[config.mk]
export PLATFORM = sky130hd
export DESIGN_NAME = three_wire_eeprom
export DESIGN_NICKNAME = d
export VERILOG_FILES = /design/src/verilog/eeprom_pkg.sv /design/src/verilog/stream_if.sv /design/src/verilog/job_fifo.sv /design/src/verilog/three_wire_eeprom.sv
export VERILOG_INCLUDE_DIRS = /design/src /design/src/verilog
export SDC_FILE = /design/constraint.sdc
export NUM_CORES = 2
export LEC_CHECK = 0
export BUFFER_PORTS_ARGS = -buffer_cell sky130_fd_sc_hd__buf_4
export CELL_PAD_IN_SITES_DETAIL_PLACEMENT = 0
export CELL_PAD_IN_SITES_GLOBAL_PLACEMENT = 1
export CORE_UTILIZATION = 50
export CTS_CLUSTER_DIAMETER = 100
export DETAILED_ROUTE_END_ITERATION = 12
export GPL_TIMING_DRIVEN = 0
export PLACE_DENSITY = 0.83
export SKIP_CTS_REPAIR_TIMING = 1
export SKIP_LAST_GASP = 1
export SLEW_MARGIN = 20
export SYNTH_ARGS = -nofsm -noshare
export SYNTH_HDL_FRONTEND = slang
export SYNTH_SLANG_ARGS = --single-unit
[constraint.sdc]
create_clock -name clk -period 45.1 [get_ports clk]
set_input_delay 2.255 -clock clk [delete_from_list [all_inputs] [get_ports clk]]
set_output_delay 2.255 -clock clk [all_outputs]
set_load 0.05 [all_outputs]
[src/verilog/eeprom_map.svh]
// Constants of the three-wire EEPROM: opcodes, field sizes, timing counts
`ifndef EEPROM_MAP_SVH
`define EEPROM_MAP_SVH

// ================================================================
// Timing and job queue depth
`define CLK_FREQ_MHZ     100
`define WP_TIME_US       3000
`define JOB_FIFO_DEPTH   8

// ================================================================
// Opcodes following the start bit
`define OP_SPECIAL       2'b00
`define OP_WRITE         2'b01
`define OP_READ          2'b10
`define OP_ERASE         2'b11

// ================================================================
// Two leading address bits of the special opcode
`define SUB_DISABLE      2'b00
`define SUB_WRITE_ALL    2'b01
`define SUB_ERASE_ALL    2'b10
`define SUB_ENABLE       2'b11

// ================================================================
// Field sizes and array shape
`define CMD_LAST_X8      5'h08
`define CMD_LAST_X16     5'h07
`define DATA_LAST_X8     5'h07
`define DATA_LAST_X16    5'h0F
`define MEM_WORDS        64
`define ERASED_WORD      16'hFFFF

`endif

[src/verilog/eeprom_pkg.sv]
// Types shared by the EEPROM decoder and its job queue
package eeprom_pkg;

  // ================================================================
  // Decoder states
  typedef enum logic [2:0]
  {
    ST_IDLE    = 3'b000,
    ST_CMD     = 3'b001,
    ST_DATA    = 3'b010,
    ST_READOUT = 3'b011,
    ST_DONE    = 3'b100
  } dec_state_e;

  // ================================================================
  // Programming jobs handed to the self-timed engine
  typedef enum logic [1:0]
  {
    JOB_ERASE     = 2'b00,
    JOB_WRITE     = 2'b01,
    JOB_ERASE_ALL = 2'b10,
    JOB_WRITE_ALL = 2'b11
  } job_kind_e;

  typedef struct packed
  {
    job_kind_e   kind;
    logic        byteMode;
    logic [6:0]  addr;
    logic [15:0] data;
  } prog_job_s;

endpackage

[src/verilog/stream_if.sv]
// Valid/ready word stream between the decoder and the job queue
`timescale 1ns/1ps
interface stream_if #(parameter int W = 8);
  logic         valid;
  logic         ready;
  logic [W-1:0] data;

  modport src (output valid, output data, input ready);
  modport snk (input valid, input data, output ready);
endinterface

[src/verilog/job_fifo.sv]
// Flip-flop FIFO with valid/ready on both sides
`timescale 1ns/1ps
module job_fifo #(
  parameter int WIDTH = 26,
  parameter int DEPTH = 8
) (
  input  wire logic clk,
  input  wire logic rst,
  stream_if.snk     fillSide,
  stream_if.src     drainSide
);
  localparam int AW = $clog2(DEPTH);

  // ================================================================
  // Elaboration checks
  if (DEPTH < 2 || (1 << AW) != DEPTH)
  begin : g_depth_chk
    $error("job_fifo: DEPTH must be a power of two of at least 2");
  end
  if (WIDTH < 1)
  begin : g_width_chk
    $error("job_fifo: WIDTH must be positive");
  end

  logic [WIDTH-1:0] store [DEPTH];
  logic [AW:0]      wrPtr_r;
  logic [AW:0]      rdPtr_r;
  wire              empty = (wrPtr_r == rdPtr_r);
  wire              full  = (wrPtr_r[AW] != rdPtr_r[AW]) && (wrPtr_r[AW-1:0] == rdPtr_r[AW-1:0]);
  wire              push  = fillSide.valid && !full;
  wire              pop   = drainSide.ready && !empty;

  // Extra pointer bit tells full from empty without a counter
  assign fillSide.ready  = !full;
  assign drainSide.valid = !empty;
  assign drainSide.data  = store[rdPtr_r[AW-1:0]];

  // Pointers
  always_ff @(posedge clk or posedge rst)
  begin
    if (rst)
    begin
      wrPtr_r <= '0;
      rdPtr_r <= '0;
    end
    else
    begin
      if (push)
        wrPtr_r <= wrPtr_r + 1'b1;
      if (pop)
        rdPtr_r <= rdPtr_r + 1'b1;
    end
  end

  // Storage has no reset; empty guards every read
  always_ff @(posedge clk)
  begin
    if (push)
      store[wrPtr_r[AW-1:0]] <= fillSide.data;
  end
endmodule

[src/verilog/three_wire_eeprom.sv]
// Three-wire serial EEPROM: command decoder, array and self-timed programming
`timescale 1ns/1ps
`include "eeprom_map.svh"

// Behaviour
// Strap high or floating selects 16-bit words, strap low selects 8-bit words.
// Start 1, opcode 10, 7 or 6 address bits; device returns the word.
// Enable: opcode 00 with 11 prefix; programming refused until it is run.
// Erase: opcode 11 plus address; addressed word becomes all ones.
// Write: opcode 01, address, 8 or 16 data bits; data is stored.
// Erase-all: opcode 00 with 10 prefix; whole array becomes all ones.
// Write-all: opcode 00 with 01 prefix, then one word written everywhere.
// Disable: opcode 00 with 00 prefix; blocks erase and write afterwards.
// Host clocks every don't-care address position; device counts them.
// Command starts with select high, then start bit one, opcode, address.
// Read sends a dummy zero before the data; output moves on clock rise.
// Programming is disabled at power-up and stays enabled until disabled.
// Select raised after programming: output low while busy, high when done.
// Data input sampled on rising serial clock while selected, MSB first.
module three_wire_eeprom
  import eeprom_pkg::*;
#(
  parameter int WP_CYCLES  = `WP_TIME_US * `CLK_FREQ_MHZ,
  parameter int FIFO_DEPTH = `JOB_FIFO_DEPTH
) (
  input  wire logic clk,
  input  wire logic rst,
  input  wire logic chipSelect,
  input  wire logic serialClockIn,
  input  wire logic serialDataIn,
  input  wire logic wordWidthStrap,
  output logic      dataOut,
  output logic      dataOutEn
);
  localparam int JOB_W = $bits(prog_job_s);
  localparam int CNT_W = $clog2(WP_CYCLES + 1);

  if (WP_CYCLES < 1)
  begin : g_wp_chk
    $error("three_wire_eeprom: WP_CYCLES must be at least 1");
  end

  // ================================================================
  // Helpers
  // Word index of an address in either organisation
  function automatic logic [5:0] wordIndex(input logic [6:0] addr, input logic byteMode);
    wordIndex = byteMode ? addr[6:1] : addr[5:0];
  endfunction

  // Lanes touched by a job; byte mode: even address is the low byte
  function automatic logic [15:0] laneMask(input logic byteMode, input logic oddByte, input logic allWords);
    laneMask = (!byteMode || allWords) ? 16'hFFFF : (oddByte ? 16'hFF00 : 16'h00FF);
  endfunction

  // ================================================================
  // Pin synchronisers: every pin is asynchronous to clk
  logic [3:0] syncA_r;
  logic [3:0] syncB_r;
  logic       serClkPrev_r;
  logic       csPrev_r;

  always_ff @(posedge clk or posedge rst)
  begin
    if (rst)
    begin
      syncA_r      <= 4'h0;
      syncB_r      <= 4'h0;
      serClkPrev_r <= 1'b0;
      csPrev_r     <= 1'b0;
    end
    else
    begin
      syncA_r      <= {chipSelect, serialClockIn, serialDataIn, wordWidthStrap};
      syncB_r      <= syncA_r;
      serClkPrev_r <= syncB_r[2];
      csPrev_r     <= syncB_r[3];
    end
  end

  wire cs         = syncB_r[3];
  wire dataBit    = syncB_r[1];
  wire byteMode   = !syncB_r[0];
  wire serClkRise = syncB_r[2] && !serClkPrev_r;
  wire csRise     = cs && !csPrev_r;

  // ================================================================
  // Decoder state and storage
  dec_state_e  state_r;
  logic [4:0]  bitCnt_r;
  logic [7:0]  cmdShift_r;
  logic [15:0] dataShift_r;
  logic [15:0] readShift_r;
  logic [6:0]  jobAddr_r;
  job_kind_e   jobKind_r;
  logic        progEn_r;
  logic        pushPend_r;
  prog_job_s   job_r;
  logic        statusOn_r;
  logic        engActive_r;
  logic [CNT_W-1:0] engCnt_r;
  prog_job_s   engJob_r;
  logic [15:0] mem [`MEM_WORDS];

  stream_if #(.W(JOB_W)) fillBus ();
  stream_if #(.W(JOB_W)) drainBus ();

  // Command field decode; don't-care positions are clocked and counted
  wire [8:0]  frame     = {cmdShift_r, dataBit};
  wire [1:0]  opcode    = byteMode ? frame[8:7] : frame[7:6];
  wire [6:0]  addrField = byteMode ? frame[6:0] : {1'b0, frame[5:0]};
  wire [1:0]  subCode   = byteMode ? frame[6:5] : frame[5:4];
  wire        sampleEn  = cs && serClkRise;
  wire        cmdLast   = sampleEn && state_r == ST_CMD
                          && bitCnt_r == (byteMode ? `CMD_LAST_X8 : `CMD_LAST_X16);
  wire        dataLast  = sampleEn && state_r == ST_DATA
                          && bitCnt_r == (byteMode ? `DATA_LAST_X8 : `DATA_LAST_X16);
  wire        special   = opcode == `OP_SPECIAL;
  wire        isRead    = cmdLast && opcode == `OP_READ;
  wire        isEnCmd   = cmdLast && special && subCode == `SUB_ENABLE;
  wire        isDisCmd  = cmdLast && special && subCode == `SUB_DISABLE;
  wire        isEraseAl = special && subCode == `SUB_ERASE_ALL;
  wire        eraseReq  = cmdLast && (opcode == `OP_ERASE || isEraseAl);
  wire        dataStart = cmdLast && (opcode == `OP_WRITE || (special && subCode == `SUB_WRITE_ALL));
  wire        jobSet    = progEn_r && (eraseReq || dataLast);
  wire [15:0] data16    = {dataShift_r[14:0], dataBit};
  wire [15:0] rdRaw     = mem[wordIndex(addrField, byteMode)];
  wire [15:0] rdWord    = !byteMode ? rdRaw : (addrField[0] ? {rdRaw[15:8], 8'h00} : {rdRaw[7:0], 8'h00});
  wire        busy      = pushPend_r || drainBus.valid || engActive_r;

  // Serial decoder; a start bit is held off while a job waits for queue space
  always_ff @(posedge clk or posedge rst)
  begin
    if (rst)
    begin
      state_r     <= ST_IDLE;
      bitCnt_r    <= 5'h00;
      cmdShift_r  <= 8'h00;
      dataShift_r <= 16'h0000;
      readShift_r <= 16'h0000;
      jobAddr_r   <= 7'h00;
      jobKind_r   <= JOB_WRITE;
    end
    else if (!cs)
      state_r <= ST_IDLE;
    else if (serClkRise)
    begin
      case (state_r)
        ST_IDLE:
          if (dataBit && !pushPend_r)
          begin
            state_r    <= ST_CMD;
            bitCnt_r   <= 5'h00;
            cmdShift_r <= 8'h00;
          end
        ST_CMD:
        begin
          cmdShift_r <= frame[7:0];
          bitCnt_r   <= bitCnt_r + 5'h01;
          if (cmdLast)
          begin
            bitCnt_r    <= 5'h00;
            jobAddr_r   <= addrField;
            jobKind_r   <= (opcode == `OP_WRITE) ? JOB_WRITE : JOB_WRITE_ALL;
            readShift_r <= rdWord;
            state_r     <= isRead ? ST_READOUT : (dataStart ? ST_DATA : ST_DONE);
          end
        end
        ST_DATA:
        begin
          dataShift_r <= data16;
          bitCnt_r    <= bitCnt_r + 5'h01;
          if (dataLast)
            state_r <= ST_DONE;
        end
        ST_READOUT:
          readShift_r <= {readShift_r[14:0], 1'b0};
        ST_DONE:
          state_r <= ST_DONE;
        default:
          state_r <= ST_IDLE;
      endcase
    end
  end

  // Enable flag; power-up leaves programming disabled
  always_ff @(posedge clk or posedge rst)
  begin
    if (rst)
      progEn_r <= 1'b0;
    else if (isEnCmd)
      progEn_r <= 1'b1;
    else if (isDisCmd)
      progEn_r <= 1'b0;
  end

  // ================================================================
  // Job hand-off into the queue; full queue stalls the decoder
  always_ff @(posedge clk or posedge rst)
  begin
    if (rst)
    begin
      pushPend_r <= 1'b0;
      job_r      <= '0;
    end
    else if (jobSet)
    begin
      pushPend_r    <= 1'b1;
      job_r.kind    <= dataLast ? jobKind_r : (isEraseAl ? JOB_ERASE_ALL : JOB_ERASE);
      job_r.addr    <= dataLast ? jobAddr_r : addrField;
      job_r.data    <= dataLast ? data16 : `ERASED_WORD;
      job_r.byteMode <= byteMode;
    end
    else if (fillBus.ready)
      pushPend_r <= 1'b0;
  end

  assign fillBus.valid  = pushPend_r;
  assign fillBus.data   = job_r;
  assign drainBus.ready = !engActive_r;

  job_fifo #(
    .WIDTH (JOB_W),
    .DEPTH (FIFO_DEPTH)
  ) u_queue (
    .clk       (clk),
    .rst       (rst),
    .fillSide  (fillBus),
    .drainSide (drainBus)
  );

  // ================================================================
  // Self-timed programming engine; array changes at the end of the cycle
  wire        applyEn  = engActive_r && engCnt_r == '0;
  wire        allWords = engJob_r.kind == JOB_ERASE_ALL || engJob_r.kind == JOB_WRITE_ALL;
  wire [15:0] effData  = engJob_r.byteMode ? {2{engJob_r.data[7:0]}} : engJob_r.data;
  wire [15:0] mask     = laneMask(engJob_r.byteMode, engJob_r.addr[0], allWords);
  wire [5:0]  engIdx   = wordIndex(engJob_r.addr, engJob_r.byteMode);

  always_ff @(posedge clk or posedge rst)
  begin
    if (rst)
    begin
      engActive_r <= 1'b0;
      engCnt_r    <= '0;
      engJob_r    <= '0;
    end
    else if (drainBus.valid && !engActive_r)
    begin
      engActive_r <= 1'b1;
      engCnt_r    <= CNT_W'(WP_CYCLES - 1);
      engJob_r    <= drainBus.data;
    end
    else if (applyEn)
      engActive_r <= 1'b0;
    else if (engActive_r)
      engCnt_r <= engCnt_r - 1'b1;
  end

  // Array words; reset to erased since flip-flops lose content
  for (genvar i = 0; i < `MEM_WORDS; i++)
  begin : g_mem
    always_ff @(posedge clk or posedge rst)
    begin
      if (rst)
        mem[i] <= `ERASED_WORD;
      else if (applyEn && (allWords || engIdx == 6'(i)))
        mem[i] <= (mem[i] & ~mask) | (effData & mask);
    end
  end

  // ================================================================
  // Output pin: ready/busy status after select rises, or read data
  always_ff @(posedge clk or posedge rst)
  begin
    if (rst)
    begin
      statusOn_r <= 1'b0;
      dataOut    <= 1'b0;
      dataOutEn  <= 1'b0;
    end
    else
    begin
      statusOn_r <= cs && (csRise ? busy : (statusOn_r && !(serClkRise && dataBit)));
      dataOutEn  <= cs && (statusOn_r || state_r == ST_READOUT);
      if (statusOn_r)
        dataOut <= !busy;
      else if (isRead)
        dataOut <= 1'b0;
      else if (sampleEn && state_r == ST_READOUT)
        dataOut <= readShift_r[15];
    end
  end

  // Word picked by a plain x16 index, kept apart from the decoder's own lookup
  wire [15:0] chkWord = mem[addrField[5:0]];
endmodule

==> impl_metrics.tcl <==
set metrics [dict create \
    fmax_ghz 0.163 \
    track_usage_pct 37.9 \
    start_util_pct 50.4 \
    fin_crit_ns 6.13 \
    clock_latency_ns 0.80 \
    drt_iter0_drc 7487 \
    combPwrFrac_pct 5.2 \
    via_per_inst 6.63 \
    p_sw_mw 0.641 \
    synth-seq-cells 1372 \
    finalWorstSetupSlack_ns 38.97 \
    hold_viol 0 \
    p_leak_nw 27.1 \
    cts_tree "yes" \
    period_share_pct 13.6 \
    timing.hold.ws_ns 0.356 \
    num_rows 131 \
    htreeDepth 4 \
    grt_setup_unrepaired "no" \
    synth_fp_nets 5610 \
    final_cell_mix "1061 x nand2_1, 1024 x dfstp_2, 586 x o21ai_0" \
    r2r_end "readShift_r[10]" \
    stdcell_area_um2 72300 \
    die_area_um2 130000 \
    worst-setup-path-type "flop to flop" \
    hold_class "flop to flop" \
    seq_area_frac_synth_pct 56.9 \
    path_cells "buf_6 > buf_4 > nand2b_1 > a21oi_1 > clkbuf_1 > buf_2 > nand3_1 > nand4_1 > o21ai_0 > nor4_1 > a31oi_1 > o22a_1" \
    place_area_um2 67400 \
    crit_cells 12 \
    fin_skew_ns 0.0324 \
    dp_hpwl_um 176000 \
    syn_area_um2 64300 \
    endpoint "readShift_r[10]" \
    die_y_um 361 \
    rr_worst_depth 12 \
    grt_max_degree 113 \
    io_buffer_count 7 \
    cp-start-kind "flop" \
    wire_per_inst_um 32.7 \
    cts_root_buf "clkbuf_16" \
    core_um2 128000 \
    nets 5808 \
    io_pins 8 \
    tightest_slew_ns 1.29 \
    clk_pin_slew_ns 0.06 \
    layout_commonest_cell "nand2_1" \
    dr.pass1.iters 8 \
    critical-path-top-delay-family "buffers and inverters" \
    routabilityCongestion 1.01 \
    relSlewSlack_pct 13.5 \
    avgSynthCellArea_um2 11.5 \
    cp_max_fo 10 \
    place_ws_ns 39.39 \
    num_vias 50376 \
    synth_edf_count 200 \
    status "finished, final reports clean" \
    die_x_um 361 \
    worst_path_max_delay_cell "clkbuf_1" \
    finalMaxSlewViolations 0 \
    synth-warning-count 0 \
    antenna_found_initial 15 \
    rr_startpoint "syncB_r[0]" \
    setup_viol 0 \
    cts.sinks 1372 \
    critPathLaunch "syncB_r[0]" \
    reg2reg_setup_slack_ns 38.97 \
    routed_wl_um 248000 \
    p_seq_share_pct 47.8 \
    maxCapViolations 0 \
    sw_frac_of_total_pct 24.3 \
    peakVddDrop_mv 0.0347 \
    crit_path_max_incr_delay_ns 0.87 \
    synthDistinctLibCells 89 \
    drive_gt1_share_pct 36.8 \
    gr-total-overflow 0 \
    p_int_mw 1.99 \
    p_clk_share_pct 47.0 \
    crit_required_ns 45.78 \
    area_growth_pct 12.4 \
    crit_buf_inv 4 \
    syn-instance-count 5600 \
    grt_pass1_wl_um 355000 \
    cts_buffers 149 \
    grt_pass1_vias 48287 \
    clockBufferDepth 3 \
    async_reset_ff_share_pct 85.4 \
    cp-end-kind "flop" \
    detail-route-antenna-nets 0 \
    drcViolationCount 0 \
    power_per_cell_area_nw_per_um2 36.4 \
    dominantRegCellSynth "dfstp_2" \
    critPathArrivalTime_ns 6.81 \
    fillers 10827 \
]
-- power groups by stage --
stage,Combinational [mW],Sequential (mW),Clock [mW]
floorplan,0.0639,1.27,0
global placement,0.124,1.27,0
detailed placement,0.129,1.28,0
CTS,0.130,1.26,1.24
global route,0.138,1.26,1.28
finish,0.137,1.26,1.24
-- cell families (layout without fill, tap and decap cells) --
logic type               count (synthesis)  in the layout  share of synthesized area [%]
AND/OR/NAND/NOR                       1578           1578                           11.0
flip-flops                            1372           1372                           56.9
AO/OA/AOI/OAI                         1359           1359                           13.5
multiplexers                           798            798                           15.0
buffers and inverters                  463            783                           3.15
XOR/XNOR                                26             26                          0.354
adder cells (fa/ha/maj)                  4              4                         0.0778
other                                    0             11                              0
-- final cells by class --
class                      count  area (um^2)  area share (%)
tap                         1662         2080            2.88
clock inverter                45          465           0.644
antenna                       11         27.5          0.0381
multi-input combinational   3765        25900            35.8
buffer                       451         2000            2.76
inverter                      12         52.6          0.0727
clock buffer                 228         4400            6.08
timing repair buffer          47          743            1.03
sequential                  1372        36600            50.7
-- cell usage after synthesis (39+ instances only) --
cell type / n / area share (%)
a21o_1: 59 / 0.69
a221oi_1: 100 / 1.4
clkbuf_1: 289 / 1.7
mux2_2: 565 / 9.9
nand2_4: 40 / 0.70
o21ai_0: 587 / 4.6
a31oi_1: 56 / 0.54
mux4_2: 73 / 2.6
buf_2: 102 / 0.79
nor2_1: 116 / 0.68
mux2_1: 39 / 0.68
dfstp_2: 1024 / 42
edfxtp_1: 200 / 9.3
a22oi_1: 55 / 0.64
a21oi_1: 168 / 1.3
nand2_1: 1061 / 6.2
dfrtp_1: 148 / 5.8
nand3_1: 134 / 1.0
mux2i_1: 118 / 1.8
a22o_1: 60 / 0.82
-- worst min-delay path by stage --
stage / cells after the start / start / slack, ns / to
after global placement: 0 / syncA_r[1] / 0.33 / syncB_r[1]
after floorplan: 0 / syncA_r[0] / 0.33 / syncB_r[0]
after CTS: 0 / syncA_r[2] / 0.36 / syncB_r[2]
final: 0 / syncA_r[0] / 0.36 / syncB_r[0]
after global routing: 0 / syncA_r[0] / 0.36 / syncB_r[0]
after detailed placement: 0 / syncA_r[3] / 0.34 / syncB_r[3]
-- layer usage --
metal | vias up | routed length [um] | GRT usage, %
met4 | 18 | 13300 | 17.9
li1 | 20765 | - | -
met5 | - | 118 | 0
met3 | 683 | 31700 | 12.5
met1 | 25724 | 99100 | 52.4
met2 | 3186 | 104000 | 53.7
-- through the flow --
stage | setup TNS [ns] | utilization [%] | total power [mW] | cells
2_1_floorplan | 0 | - | 1.34 | 5600
3_3_place_gp | -198.98 | 52.1 | 1.40 | 7269
3_5_place_dp | 0 | 52.8 | 1.41 | 7308
4_1_cts | 0 | 56.6 | 2.63 | 7581
5_1_grt | 0 | 56.7 | 2.68 | 7582
6_report | 0 | 56.7 | 2.63 | 7593
Power figures use the tool's default switching activity.
